File: config.mk
export PLATFORM = sky130hd
export DESIGN_NAME = lecr_regs
export DESIGN_NICKNAME = d
export VERILOG_FILES = /design/src/lecr_regs.v
export VERILOG_INCLUDE_DIRS = /design/src
export SDC_FILE = /design/constraint.sdc
export NUM_CORES = 1
export LEC_CHECK = 0
export ABC_AREA = 0
export BUFFER_PORTS_ARGS = -buffer_cell sky130_fd_sc_hd__clkbuf_2
export CELL_PAD_IN_SITES_DETAIL_PLACEMENT = 1
export CELL_PAD_IN_SITES_GLOBAL_PLACEMENT = 1
export CORE_MARGIN = 10
export CORE_UTILIZATION = 42
export DETAILED_ROUTE_END_ITERATION = 12
export PLACE_DENSITY = 0.9
export SYNTH_ARGS = -nofsm -noshare
export SYNTH_HDL_FRONTEND = slang
export SYNTH_SLANG_ARGS = --single-unit
File: constraint.sdc
create_clock -name CLK_SYS -period 3.25 [get_ports CLK_SYS]
set_clock_uncertainty 0.15 [all_clocks]
set_input_delay 0.325 -clock CLK_SYS [delete_from_list [all_inputs] [get_ports CLK_SYS]]
set_output_delay 0.325 -clock CLK_SYS [all_outputs]
set_load 0.02 [all_outputs]
File: src/lecr_defines.vh
// Constants for the link error and capability register bank.
// Assumes a 32-bit classic Wishbone slave, byte addressed, one word each.
`ifndef LECR_DEFINES_VH
`define LECR_DEFINES_VH

// Register indexes; byte address is four times the index
`define LECR_IDX_LINK_ERR 6'h09
`define LECR_IDX_RATE_SUP 6'h0a
`define LECR_IDX_FEATURES 6'h0c
`define LECR_IDX_SCRATCH 6'h10
`define LECR_IDX_ERR_ROUTE 6'h12
`define LECR_ADR_LSB 2
`define LECR_ADR_MSB 7

// Link error byte fields
`define LECR_LE_PROT 4
`define LECR_LE_OVFL 5
`define LECR_LE_EOC 6
`define LECR_LE_TMO 7

// Rate support mask fields
`define LECR_RS_BASE 0
`define LECR_RS_VENDOR 15

// Feature flag fields
`define LECR_FT_ISOC 0
`define LECR_FT_STOP 1
`define LECR_FT_CRCT 2
`define LECR_FT_XCTL 3
`define LECR_FT_XREG 8

// Error routing fields
`define LECR_ER_PROT_FLOOD 0
`define LECR_ER_OVFL_FLOOD 1
`define LECR_ER_PROT_FATAL 2

// Reset values
`define LECR_RST_BYTE 8'h00
`define LECR_RST_HALF 16'h0000
`define LECR_RST_WORD 32'h00000000
`define LECR_RST_CNT 27'h0000000
`define LECR_CNT_ONE 27'h0000001

// Control lane timeouts in microseconds, clock rate in MHz
`define LECR_CTL_TMO_SHORT_US 1000
`define LECR_CTL_TMO_LONG_US 1000000
`define LECR_CLK_MHZ 125

`endif

File: src/lecr_regs.v
// Link error log, capability and error routing registers on Wishbone.
// Assumes link-side inputs are asynchronous and are resynchronised here;
// transmitter hand-off signals come from logic on CLK_SYS.
`timescale 1ns/100ps
`include "lecr_defines.vh"

// Behaviour
// - Link error field sits in bits 7:4 of the link rate byte, one link.
// - Log bits of unchecked error conditions read constant zero.
// - Protocol violation sets bit 4; write one clears; cold reset zeroes.
// - Receive overflow sets bit 5; write one clears; cold reset zeroes.
// - Posted request or response sent at chain end sets bit 6.
// - Bit 7 picks control lane timeout 1 ms or 1 s; warm reset zeroes.
// - Timeout bit is absent when no protocol checking is built.
// - Sixteen-bit read-only rate support mask, bit N for encoding N.
// - Rate mask bit 0 always reads one for the base rate.
// - Rate mask bit 15 reads one only with vendor-specific rates.
// - Feature bit 0 reports isochronous flow control support.
// - Feature bit 1 reports link stop request protocol support.
// - Feature bit 2 reports CRC testing mode support.
// - Feature bit 3 reports need for extended control lane time.
// - Feature bit 8 shows scratchpad and routing registers present.
// - Extended register set flag exists only in host or secondary blocks.
// - Scratchpad stores software values, cold reset clears it.
// - Protocol flood enable with protocol log set floods Sync packets.
// - Overflow flood enable with overflow log set floods Sync packets.
// - Flood enables survive chain resets; only warm or cold reset clears.
// - Protocol fatal enable with protocol log set raises fatal interrupt.
// - Unchecked conditions tie their log and routing bits to zero.
module lecr_regs #(
    parameter HAS_PROT_CHECK = 1,
    parameter HAS_OVFL_CHECK = 1,
    parameter HAS_EOC_CHECK = 1,
    parameter HAS_FATAL_IRQ = 1,
    parameter HOST_OR_SECONDARY = 0,
    parameter [15:0] RATE_SUPPORT = 16'h0001,
    parameter VENDOR_RATES = 0,
    parameter FEAT_ISOC = 0,
    parameter FEAT_STOP = 1,
    parameter FEAT_CRC_TEST = 0,
    parameter FEAT_EXT_CTL = 0,
    parameter [26:0] CTL_TMO_SHORT_CYC =
        `LECR_CTL_TMO_SHORT_US * `LECR_CLK_MHZ,
    parameter [26:0] CTL_TMO_LONG_CYC =
        `LECR_CTL_TMO_LONG_US * `LECR_CLK_MHZ
) (
    input wire CLK_SYS,
    input wire RST_N,
    input wire WARM_RST_N,
    input wire WB_CYC_I,
    input wire WB_STB_I,
    input wire WB_WE_I,
    input wire [7:0] WB_ADR_I,
    input wire [3:0] WB_SEL_I,
    input wire [31:0] WB_DAT_I,
    output wire [31:0] WB_DAT_O,
    output wire WB_ACK_O,
    input wire LINK_CLK,
    input wire CONTROL_LANE,
    input wire PROT_ERR,
    input wire OVFL_ERR,
    input wire END_OF_CHAIN,
    input wire TX_POSTED_OR_RESP,
    output wire SYNC_FLOOD,
    output wire FATAL_ERR
);

    // Byte-lane merge of a write into a 16-bit register
    function [15:0] lecr_merge;
        input [15:0] old;
        input [15:0] wdat;
        input [1:0] sel;
        begin
            lecr_merge = old;
            if (sel[0])
                lecr_merge[7:0] = wdat[7:0];
            if (sel[1])
                lecr_merge[15:8] = wdat[15:8];
        end
    endfunction

    // Overview of the bank
    // The bank holds one link copy only. The link error nibble shares
    // its byte with the rate select nibble, which lives elsewhere and
    // reads zero here. All registers are sixteen bits or less and sit
    // in the low half of the data word; the upper half reads zero.
    //
    // Clocking
    // Everything runs on CLK_SYS. The link clock is not used as a
    // clock: it is sampled, resynchronised and turned into a rising
    // edge strobe, so the link must run well below half of CLK_SYS.
    // The error lines from the link receiver are held for at least one
    // link period, so sampling them at the strobe cannot miss them.
    //
    // Resets
    // The cold reset is asynchronous and clears every flip-flop. The
    // warm reset is a synchronous level on CLK_SYS and touches only the
    // timeout select and the routing enables; the logs and scratchpad
    // keep their values so software can inspect them after recovery.
    // No chain reset input exists, so a bridge chain reset cannot drop
    // the flood enables; software must clear them itself.
    //
    // Log bits
    // Each log bit is set by hardware and cleared by writing a one. A
    // set and a clear in one cycle leave the bit set, so no event is
    // lost to a racing clear. A clear with no byte lane zero enabled
    // has no effect.
    //
    // Control lane timeout
    // The counter runs while the resynchronised lane is low and
    // restarts when it goes high. Reaching the limit gives one
    // protocol error event per low period. The limit follows the
    // timeout select bit; changing that bit mid-count takes effect at
    // once, and a counter already past a shorter limit stays parked.
    // The long limit must fit the counter width, which it does.
    //
    // Reporting
    // The flood and fatal outputs are registered from log and enable,
    // so they follow either one cycle late. The fatal output is only
    // live when the block is built with a fatal interrupt.
    //
    // Bus
    // The slave answers every request with a one-cycle ack on the next
    // edge, including unmapped indexes and writes to read-only words.
    // Writes take effect at the edge that takes the request. A held
    // request is blocked for the ack cycle, so a master that keeps its
    // strobe up is not answered twice for one access.
    //
    // Build options
    // Each check can be left out; its log and enable bits then read
    // zero and ignore writes. Capability bits are fixed by parameters.
    //
    // Hazards
    // A transmitter hand-off is taken as a one-cycle pulse; a longer
    // pulse at chain end still only sets the log once in effect.
    // Error lines that glitch shorter than a link period may be missed.
    // Read data stays in its register until the next request.

    reg [3:0] sync1_q;
    reg [3:0] sync2_q;
    reg link_clk_prev_q;
    reg [26:0] tmo_cnt_q;
    reg tmo_hit_q;
    reg prot_log_q;
    reg ovfl_log_q;
    reg eoc_log_q;
    reg tmo_sel_q;
    reg [15:0] scratch_q;
    reg prot_flood_q;
    reg ovfl_flood_q;
    reg prot_fatal_q;
    reg ack_q;
    reg [31:0] rdat_q;
    reg flood_q;
    reg fatal_q;
    reg [31:0] rdat_d;
    wire link_clk_s;
    wire ctl_s;
    wire prot_s;
    wire ovfl_s;
    wire link_rise;
    wire [26:0] tmo_limit;
    wire req;
    wire wr;
    wire [5:0] idx;
    wire [15:0] rate_mask;
    wire [15:0] feat;
    wire prot_set;
    wire ovfl_set;
    wire eoc_set;
    wire wr_le;
    wire wr_er;

    // Two-stage synchronisers for link clock, control lane and error lines
    always @(posedge CLK_SYS or negedge RST_N)
    begin
        if (!RST_N)
        begin
            sync1_q <= 4'h0;
            sync2_q <= 4'h0;
            link_clk_prev_q <= 1'b0;
        end
        else
        begin
            sync1_q <= {OVFL_ERR, PROT_ERR, CONTROL_LANE, LINK_CLK};
            sync2_q <= sync1_q;
            link_clk_prev_q <= link_clk_s;
        end
    end

    assign link_clk_s = sync2_q[0];
    assign ctl_s = sync2_q[1];
    assign prot_s = sync2_q[2];
    assign ovfl_s = sync2_q[3];
    assign link_rise = link_clk_s & ~link_clk_prev_q;

    // Control lane low-time counter; limit chosen by the timeout bit
    assign tmo_limit = tmo_sel_q ? CTL_TMO_LONG_CYC : CTL_TMO_SHORT_CYC;

    always @(posedge CLK_SYS or negedge RST_N)
    begin
        if (!RST_N)
        begin
            tmo_cnt_q <= `LECR_RST_CNT;
            tmo_hit_q <= 1'b0;
        end
        else if (ctl_s)
        begin
            tmo_cnt_q <= `LECR_RST_CNT;
            tmo_hit_q <= 1'b0;
        end
        else if (tmo_cnt_q <= tmo_limit)
        begin
            // Counts one past the limit, so the hit fires once per low time
            tmo_cnt_q <= tmo_cnt_q + `LECR_CNT_ONE;
            tmo_hit_q <= (tmo_cnt_q == tmo_limit);
        end
        else
            tmo_hit_q <= 1'b0; // Parked past the limit until lane rises
    end

    // Error events; error lines are sampled on link clock rising edges
    assign prot_set = (HAS_PROT_CHECK != 0) &
                      ((link_rise & prot_s) | tmo_hit_q);
    assign ovfl_set = (HAS_OVFL_CHECK != 0) & link_rise & ovfl_s;
    assign eoc_set = (HAS_EOC_CHECK != 0) &
                     TX_POSTED_OR_RESP & END_OF_CHAIN;

    // Bus decode
    assign req = WB_CYC_I & WB_STB_I & ~ack_q;
    assign wr = req & WB_WE_I;
    assign idx = WB_ADR_I[`LECR_ADR_MSB:`LECR_ADR_LSB];
    assign wr_le = wr & WB_SEL_I[0] & (idx == `LECR_IDX_LINK_ERR);
    assign wr_er = wr & WB_SEL_I[0] & (idx == `LECR_IDX_ERR_ROUTE);

    // Log bits: hardware set wins over a write-one clear, sticky otherwise
    always @(posedge CLK_SYS or negedge RST_N)
    begin
        if (!RST_N)
        begin
            prot_log_q <= 1'b0;
            ovfl_log_q <= 1'b0;
            eoc_log_q <= 1'b0;
        end
        else
        begin
            prot_log_q <= prot_set | (prot_log_q &
                ~(wr_le & WB_DAT_I[`LECR_LE_PROT]));
            ovfl_log_q <= ovfl_set | (ovfl_log_q &
                ~(wr_le & WB_DAT_I[`LECR_LE_OVFL]));
            eoc_log_q <= eoc_set | (eoc_log_q &
                ~(wr_le & WB_DAT_I[`LECR_LE_EOC]));
        end
    end

    // Scratchpad, cleared only by cold reset
    always @(posedge CLK_SYS or negedge RST_N)
    begin
        if (!RST_N)
            scratch_q <= `LECR_RST_HALF;
        else if (wr & (idx == `LECR_IDX_SCRATCH))
            scratch_q <= lecr_merge(scratch_q, WB_DAT_I[15:0],
                                    WB_SEL_I[1:0]);
    end

    // Warm-reset fields; no chain reset reaches the flood enables
    always @(posedge CLK_SYS or negedge RST_N)
    begin
        if (!RST_N)
        begin
            tmo_sel_q <= 1'b0;
            prot_flood_q <= 1'b0;
            ovfl_flood_q <= 1'b0;
            prot_fatal_q <= 1'b0;
        end
        else if (!WARM_RST_N)
        begin
            tmo_sel_q <= 1'b0;
            prot_flood_q <= 1'b0;
            ovfl_flood_q <= 1'b0;
            prot_fatal_q <= 1'b0;
        end
        else
        begin
            if (wr_le)
                tmo_sel_q <= (HAS_PROT_CHECK != 0) &
                             WB_DAT_I[`LECR_LE_TMO];
            if (wr_er)
            begin
                prot_flood_q <= (HAS_PROT_CHECK != 0) &
                    WB_DAT_I[`LECR_ER_PROT_FLOOD];
                ovfl_flood_q <= (HAS_OVFL_CHECK != 0) &
                    WB_DAT_I[`LECR_ER_OVFL_FLOOD];
                prot_fatal_q <= (HAS_PROT_CHECK != 0) &
                    (HAS_FATAL_IRQ != 0) &
                    WB_DAT_I[`LECR_ER_PROT_FATAL];
            end
        end
    end

    // Sync flood and fatal interrupt, registered
    always @(posedge CLK_SYS or negedge RST_N)
    begin
        if (!RST_N)
        begin
            flood_q <= 1'b0;
            fatal_q <= 1'b0;
        end
        else
        begin
            flood_q <= (prot_flood_q & prot_log_q) |
                       (ovfl_flood_q & ovfl_log_q);
            fatal_q <= prot_fatal_q & prot_log_q;
        end
    end

    assign SYNC_FLOOD = flood_q;
    assign FATAL_ERR = fatal_q;

    // Read-only capability words
    assign rate_mask = {(VENDOR_RATES != 0), RATE_SUPPORT[14:1],
                        1'b1};
    assign feat = {7'h00,
                   (HOST_OR_SECONDARY != 0),
                   4'h0,
                   (FEAT_EXT_CTL != 0),
                   (FEAT_CRC_TEST != 0),
                   (FEAT_STOP != 0),
                   (FEAT_ISOC != 0)};

    // Read mux; rate select nibble is not built here and reads zero
    always @*
    begin
        rdat_d = `LECR_RST_WORD;
        case (idx)
            `LECR_IDX_LINK_ERR:
                rdat_d[7:0] = {tmo_sel_q, eoc_log_q, ovfl_log_q,
                               prot_log_q, 4'h0};
            `LECR_IDX_RATE_SUP:
                rdat_d[15:0] = rate_mask;
            `LECR_IDX_FEATURES:
                rdat_d[15:0] = feat;
            `LECR_IDX_SCRATCH:
                rdat_d[15:0] = scratch_q;
            `LECR_IDX_ERR_ROUTE:
                rdat_d[2:0] = {prot_fatal_q, ovfl_flood_q, prot_flood_q};
            default:
                rdat_d = `LECR_RST_WORD;
        endcase
    end

    // Wishbone ack one cycle after request, dropped the next cycle
    always @(posedge CLK_SYS or negedge RST_N)
    begin
        if (!RST_N)
        begin
            ack_q <= 1'b0;
            rdat_q <= `LECR_RST_WORD;
        end
        else
        begin
            ack_q <= req;
            if (req)
                rdat_q <= WB_WE_I ? `LECR_RST_WORD : rdat_d;
        end
    end

    assign WB_ACK_O = ack_q;
    assign WB_DAT_O = rdat_q;

endmodule // lecr_regs

## Word-level counts from Yosys, hierarchy flattened

Cells that the tools add are included.

- Output and inout port bits: 35
- Word-level logic and storage cells: 78
- Bits of input ports: 56
- Register bits: 95

- Equality and inequality tests: 8
- Bitwise gates (word level): 30
- Magnitude comparators: 1
- Mux-type cells: 17
- Reductions and logical operators: 3
- Add/sub/neg operators: 1

Operator list:

| operator | count |
|---|---|
| 27-bit two-way mux | 3 |
| 27-bit by 1-bit adder with 27-bit output, second input constant | 1 |
| 27-bit == test | 1 |
| 27-bit <= comparator | 1 |
| 1-bit bitwise AND | 20 |
| 6-bit by 4-bit == test with 1-bit output, second input constant | 3 |
| 16-bit two-way mux | 1 |
| 6-bit by 5-bit == test with 1-bit output, second input constant | 2 |
| 3-bit one-hot mux with 4 select lines | 1 |
| 1-bit two-way mux | 10 |
| 5-bit one-hot mux with 2 select lines | 1 |
| 8-bit two-way mux | 1 |
| 1-bit NOT | 5 |
| 1-bit bitwise OR | 5 |
| 2-bit by 1-bit != test with 1-bit output, second input constant | 2 |
| 2-bit AND reduction | 2 |
| 2-bit nonzero test | 1 |

## Logic depth before layout (Yosys ltp)

Gate-level depths: netlist of run 1.

- Word-level depth: 9
- Mapped depth: 10
- Depth with buffers taken out: 8

## Worst setup path after synthesis of run 1

Ideal clock, no wire load.

- Path kind: flip-flop to flip-flop
- Start: register tmo_sel_q
- End: register tmo_cnt_q[1]
- Cell stages (with the launch flop): 11
- Buffers on the path: 2
- Path slack: 524 ps
- Data arrival time: 2444 ps
- Required time: 2968 ps
- Path through: dfrtp_1 -> inv_1 -> ha_1 -> nand4b_1 -> nor4_1 -> nand4_1 -> a31oi_2 -> buf_6 -> buf_2 -> mux2i_1 -> nor2_1

- Cells in the longest elaborated chain, start to end: 3

RTL lines:

| what | RTL line | source |
|---|---|---|
| start: declaration | lecr_regs.v:147 | `reg tmo_sel_q;` |
| start signal: assignment | lecr_regs.v:286 | `tmo_sel_q <= (HAS_PROT_CHECK != 0) &` |
| 27-bit two-way mux | lecr_regs.v:198 | `assign tmo_limit = tmo_sel_q ? CTL_TMO_LONG_CYC : CTL_TMO_SHORT_CYC;` |
| 27-bit <= comparator | lecr_regs.v:212 | `else if (tmo_cnt_q <= tmo_limit)` |
| 2-bit nonzero test (no source line) | -- |  |
| end signal: assignment | lecr_regs.v:204 | `` tmo_cnt_q <= `LECR_RST_CNT; `` |
| end signal: assignment | lecr_regs.v:209 | `` tmo_cnt_q <= `LECR_RST_CNT; `` |
| end signal: assignment | lecr_regs.v:215 | `` tmo_cnt_q <= tmo_cnt_q + `LECR_CNT_ONE; `` |
| end: declaration | lecr_regs.v:142 | `reg [26:0] tmo_cnt_q;` |

No other way between the ends.
A chain may end at the register's enable or synchronous reset.

## Final worst setup path of run 1

- Start: register tmo_sel_q
- End: register tmo_cnt_q[15]

The elaborated chain is that of the path after synthesis.

==> results_dict.tcl, run 1 <==
set metrics [dict create \
    combPwrFrac 0.058 \
    root_buffer "clkbuf_8" \
    synthTopCellsByCount "79 x dfrtp_1, 24 x a21oi_1, 23 x nand2_1" \
    antenna_found_initial 0 \
    synth_edf_count 0 \
    rows 35 \
    n_antenna_cell 0 \
    ys_types 48 \
    max_freq_ghz 0.330 \
    synth_flop_cell "dfrtp_1" \
    rsz0062_at_grt "false" \
    drv_cap 0 \
    arrival_ns 3.16 \
    synthTopCellsByArea "dfrtp_1 50%, mux2_2 4.8%, ha_1 4.4%, a21oi_1 3.0%, buf_4 3.0%" \
    synth_seq_cells 79 \
    swShare 0.245 \
    cts_buffer_depth 2 \
    wl_per_cell_microns 18.3 \
    synth_largest_area_cell "dfrtp_1" \
    ant_nets 0 \
    die_area_sq_mm 0.0137 \
    cts_sinks 79 \
    grt_util_all_layers 0.157 \
    holdCritPathClass "input port to asynchronous set/reset pin" \
    worst_ir_drop_vdd_mv 0.179 \
    syn-cell-area_sq_mm 0.00397 \
    yosysTopAreaCellShare 0.498 \
    multiInputGateArea_sq_mm 0.00181 \
    dp.cells 556 \
    status "finished, violations left" \
    crit_path_start_kind "register" \
    period_minus_slack_ns 3.03 \
    cp.required_ns 3.38 \
    critPathCaptureType "register" \
    route.detailed.drc 0 \
    cp_max_fo 19 \
    sequentialPowerShare 0.517 \
    vias 3245 \
    switching_power_mw 0.476 \
    routed_wirelength_mm 10.6 \
    grt_max_degree 80 \
    syn_to_final_growth_pct 17.0 \
    slew_viol_final 0 \
    leakage_nw 2.11 \
    clk_pin_slew_ns 0.09 \
    insertion_delay_ns 0.36 \
    clkPwrFrac 0.425 \
    yosys_warnings 0 \
    grt_pass1_wl_mm 17.2 \
    crit_type "register to register" \
    grt_pass1_vias 3441 \
    cts_tree "built" \
    synthCells 380 \
    setup_viol 0 \
    final.period_utilization 0.934 \
    die_x_microns 117 \
    yosysSeqAreaShare 0.498 \
    firstDrtPassIters 4 \
    place_congestion 0.868 \
    tightest_slew_ns 0.994 \
    totalPowerFinal_mw 1.95 \
    synthArstFlopShare 1.00 \
    power_density_mw_per_mm2 419 \
    final.setup.tns_ns 0 \
    syn_area_per_cell_sq_um 10.4 \
    synth.most_common_cell "dfrtp_1" \
    die_y_microns 117 \
    fill_cells 1032 \
    overflow 0 \
    relSlewSlack 0.337 \
    hold_viol 41 \
    htreeDepth 3 \
    initial_core_util 0.430 \
    internal_power_mw 1.47 \
    drive_gt1_frac 0.233 \
    vias_per_cell 5.60 \
    coreArea_sq_mm 0.00924 \
    regArea_sq_mm 0.00198 \
    portBuffers 54 \
    whs_ns -0.0285 \
    drtIter0Drc 202 \
    fin_cells 579 \
    cts-buffers-inserted 9 \
    top_level_ports 91 \
    violations "hold timing" \
    fin_nets 515 \
    dp_hpwl_mm 7.69 \
]
-- registers in the layout, summed over array words and instances, names as in the netlist --
name and count:
link_clk_prev_q 1, tmo_hit_q 1, ovfl_log_q 1, sync2_q 4, FATAL_ERR 1, tmo_cnt_q 27, WB_ACK_O 1, prot_fatal_q 1
prot_flood_q 1, prot_log_q 1, scratch_q 16, eoc_log_q 1, sync1_q 4, WB_DAT_O 16, tmo_sel_q 1, SYNC_FLOOD 1
ovfl_flood_q 1
-- cells in the final DEF, fill, tap and decap left out, types with 9 or more instances in the layout --
cell	instances
a22o_1	12
nand3_1	18
a21oi_1	24
o21ai_0	15
nor3_1	13
conb_1	16
mux2_2	17
o31ai_1	11
dfrtp_1	78
clkbuf_2	53
inv_1	15
buf_4	10
clkbuf_8	9
or4_1	11
nand2_1	23
nor2_1	15
or3_1	10
ha_1	14
-- worst max-delay path, cell delays in order, from the launching register on --
cell        delay (ns)
dfrtp_2           0.46
clkinvlp_4        0.18
buf_4             0.18
ha_1              0.29
inv_1             0.05
nor4_1            0.28
buf_4             0.18
and3_1            0.22
a31oi_2           0.09
buf_12            0.19
or4b_1            0.49
a21oi_1           0.18
-- kinds of logic (layout without fill, tap and decap cells) --
logic type               count (synthesis)  in the layout  synth area share
multiplexers                            23             23            0.0633
AO/OA/AOI/OAI                           85             85             0.147
other                                    1             16          0.000945
XOR/XNOR                                 2              2           0.00441
buffers and inverters                   46            101            0.0608
flip-flops                              79             79             0.498
AND/OR/NAND/NOR                        130            130             0.182
adder cells (fa/ha/maj)                 14             14            0.0441
-- what timing repair did --
action                                 in CTS  in global routing
setup endpoints to repair                   0                 12
gates resized for setup                     0                  2
setup buffers                               0                  2
hold buffers                                4                  0
endpoints found under the hold margin       4                  0
-- worst paths after layout --
path,startpoint,end,slack [ns],cells past startpoint
setup / recovery,tmo_sel_q,tmo_cnt_q[15],0.22,11
hold / removal,RST_N,FATAL_ERR,-0.03,1
setup reg to reg,tmo_sel_q,tmo_cnt_q[15],0.22,11
hold reg to reg,sync1_q[1],sync2_q[1],0.20,0
max in group asynchronous,RST_N,tmo_sel_q,2.28,1
min in group CLK_SYS,WB_DAT_I[12],scratch_q[12],0.04,2
-- cell type report --
cell class                 instances  share of cell area
timing repair buffer              68              0.0862
multi-input combinational        270               0.391
timing repair inverter             1             0.00108
sequential                        79               0.426
tap                              129              0.0348
clock inverter                     6              0.0199
inverter                          16              0.0137
clock buffer                      10              0.0275
-- power by group through the flow --
stage | Sequential, mW | Clock [mW] | Combinational [mW]
floorplan | 1.02 | 0 | 0.0650
global placement | 1.02 | 0 | 0.104
detailed placement | 1.02 | 0 | 0.110
CTS | 1.01 | 0.845 | 0.114
global route | 1.01 | 0.890 | 0.126
finish | 1.01 | 0.827 | 0.113
-- layer usage --
layer / part of all wire / up-vias / GRT usage
li1: - / 1512 / -
met1: 0.43 / 1651 / 0.190
met2: 0.50 / 70 / 0.272
met3: 0.058 / 12 / 0.0306
met4: 0.013 / 0 / 0.0568
met5: 0 / - / 0
-- metrics by stage --
step                hold WS [ns]  instance area, sq um   util  setup slack [ns]
global placement           0.181                  4360  0.472             0.325
detailed placement         0.186                  4360  0.472             0.186
global route              0.0395                  4640  0.503            0.0272
finish                   -0.0285                  4640  0.503             0.215
floorplan                 -0.121                  4030      -             0.524
CTS                       0.0171                  4620  0.500             0.149
Power figures use the tool's default switching activity.
==> run 2, diff against run 1 <==
--- a/config.mk
+++ b/config.mk
@@ -14,6 +14,7 @@
 export CORE_UTILIZATION = 42
 export DETAILED_ROUTE_END_ITERATION = 12
 export PLACE_DENSITY = 0.9
+export REMOVE_ABC_BUFFERS = 1
 export SYNTH_ARGS = -nofsm -noshare
 export SYNTH_HDL_FRONTEND = slang
 export SYNTH_SLANG_ARGS = --single-unit
==> results_dict.tcl, run 2 (synthesized netlist as in run 1, its figures left out) <==
set metrics [dict create \
    status "finished, violations left" \
    violations "hold timing" \
    drive_gt1_frac 0.235 \
    fill_cells 1043 \
    top_level_ports 91 \
    insertion_delay_ns 0.35 \
    leakage_nw 2.12 \
    fin_nets 517 \
    rows 35 \
    n_antenna_cell 0 \
    grt_max_degree 80 \
    final_cell_mix "79 x dfrtp_1, 53 x clkbuf_2, 24 x a21oi_1, 23 x nand2_1, 18 x nand3_1" \
    coreArea_sq_mm 0.00924 \
    startpoint "tmo_sel_q" \
    cp_max_fo 10 \
    grt_pass1_vias 3553 \
    rsz0062_at_grt "false" \
    whs_ns -0.0179 \
    routed_wirelength_mm 10.9 \
    final.period_utilization 0.933 \
    cp-endpoint "tmo_cnt_q[19]" \
    rr_endpoint "tmo_cnt_q[19]" \
    cts_sinks 79 \
    cts-buffers-inserted 9 \
    die_y_microns 117 \
    arrival_ns 3.16 \
    overflow 0 \
    groute.layer.met1.usage 0.184 \
    regArea_sq_mm 0.00198 \
    reg2regPathDepth 9 \
    tightest_slew_ns 0.984 \
    dp_hpwl_mm 7.83 \
    syn_to_final_growth_pct 16.9 \
    relSlewSlack 0.344 \
    fin_util 0.502 \
    root_buffer "clkbuf_8" \
    power_density_mw_per_mm2 404 \
    period_minus_slack_ns 3.03 \
    portBuffers 54 \
    final.setup.tns_ns 0 \
    hold_viol 36 \
    cts_buffer_depth 2 \
    largest_reg_flops 27 \
    htreeDepth 3 \
    drv_cap 0 \
    grt_pass1_wl_mm 17.7 \
    die_x_microns 117 \
    r2r_start "tmo_sel_q" \
    grt_busiest_layer "met2" \
    max_freq_ghz 0.330 \
    route.detailed.drc 0 \
    cp.required_ns 3.37 \
    vias_per_cell 5.61 \
    ant_nets 0 \
    vias 3258 \
    cts_resized 0 \
    final_common_cell "dfrtp_1" \
    die_area_sq_mm 0.0137 \
    worst_ir_drop_vdd_mv 0.232 \
    crit_path_start_kind "register" \
    met3_usage 0.0418 \
    slew_viol_final 0 \
    clk_pin_slew_ns 0.09 \
    firstDrtPassIters 4 \
    grtUsageMet2 0.289 \
    drtIter0Drc 233 \
    cts_tree "built" \
    multiInputGateArea_sq_mm 0.00181 \
    setup_viol 0 \
    top_register "tmo_cnt_q" \
    initial_core_util 0.430 \
    critPathCaptureType "register" \
    grt_util_all_layers 0.161 \
    wl_per_cell_microns 18.7 \
    holdCritPathClass "input port to asynchronous set/reset pin" \
    place_congestion 0.868 \
    reg2reg_slack_ns 0.22 \
    crit_type "register to register" \
    antenna_found_initial 0 \
]
## run 2: worst min path at each step
stage	cells after the start	slack, ns	endpoint	startpoint
after floorplan	0	-0.12	FATAL_ERR	RST_N
after global placement	0	0.18	sync2_q[1]	sync1_q[1]
after global routing	2	0.03	scratch_q[8]	WB_DAT_I[8]
final	1	-0.02	WB_DAT_O[15]	RST_N
after detailed placement	0	0.19	sync2_q[3]	sync1_q[3]
after CTS	1	0.005	scratch_q[11]	RST_N
## run 2: cell type report
cell class | count | area share
Tap cell | 129 | 0.0348
Inverter | 16 | 0.0129
Clock inverter | 7 | 0.0173
Sequential cell | 79 | 0.426
Clock buffer | 9 | 0.0267
Timing Repair Buffer | 71 | 0.0912
Multi-Input combinational cell | 270 | 0.391
## run 2: metrics by stage
stage,area (sq um),power [mW],hold slack [ns],std cells,setup WS (ns)
4_1_cts,4620,1.90,0.00459,578,0.0539
5_1_grt,4640,1.97,0.0290,581,0.0115
3_5_place_dp,4370,1.14,0.186,558,0.121
2_1_floorplan,3840,1.07,-0.121,365,0.300
3_3_place_gp,4370,1.13,0.183,558,0.259
6_report,4640,1.87,-0.0179,581,0.219
## run 2: power breakdown
part	total [mW]	switching (mW)	internal, mW
clock	0.754	0.388	0.366
combinational	0.113	0.0776	0.0357
sequential	1.01	0.00955	0.997
## run 2: layer usage
layer	routed length [microns]	share of wire
met1	4580	0.42
met2	5510	0.51
met3	668	0.062
met4	99	0.0091
met5	0	0
## run 2: repair_timing
| item | CTS | global route |
|---|---|---|
| endpoints found under the setup margin | 0 | 10 |
| hold endpoints to repair | 4 | 0 |
| hold buffers | 4 | 0 |
| setup buffers | 0 | 3 |
## run 2: critical path, cell delays in order, from the launching register on
cell,delay [ns]
dfrtp_1,0.38
inv_1,0.31
ha_1,0.35
a311oi_1,0.29
o31ai_1,0.12
a21oi_1,0.27
a31oi_2,0.19
buf_4,0.20
or4_1,0.53
a21oi_1,0.16
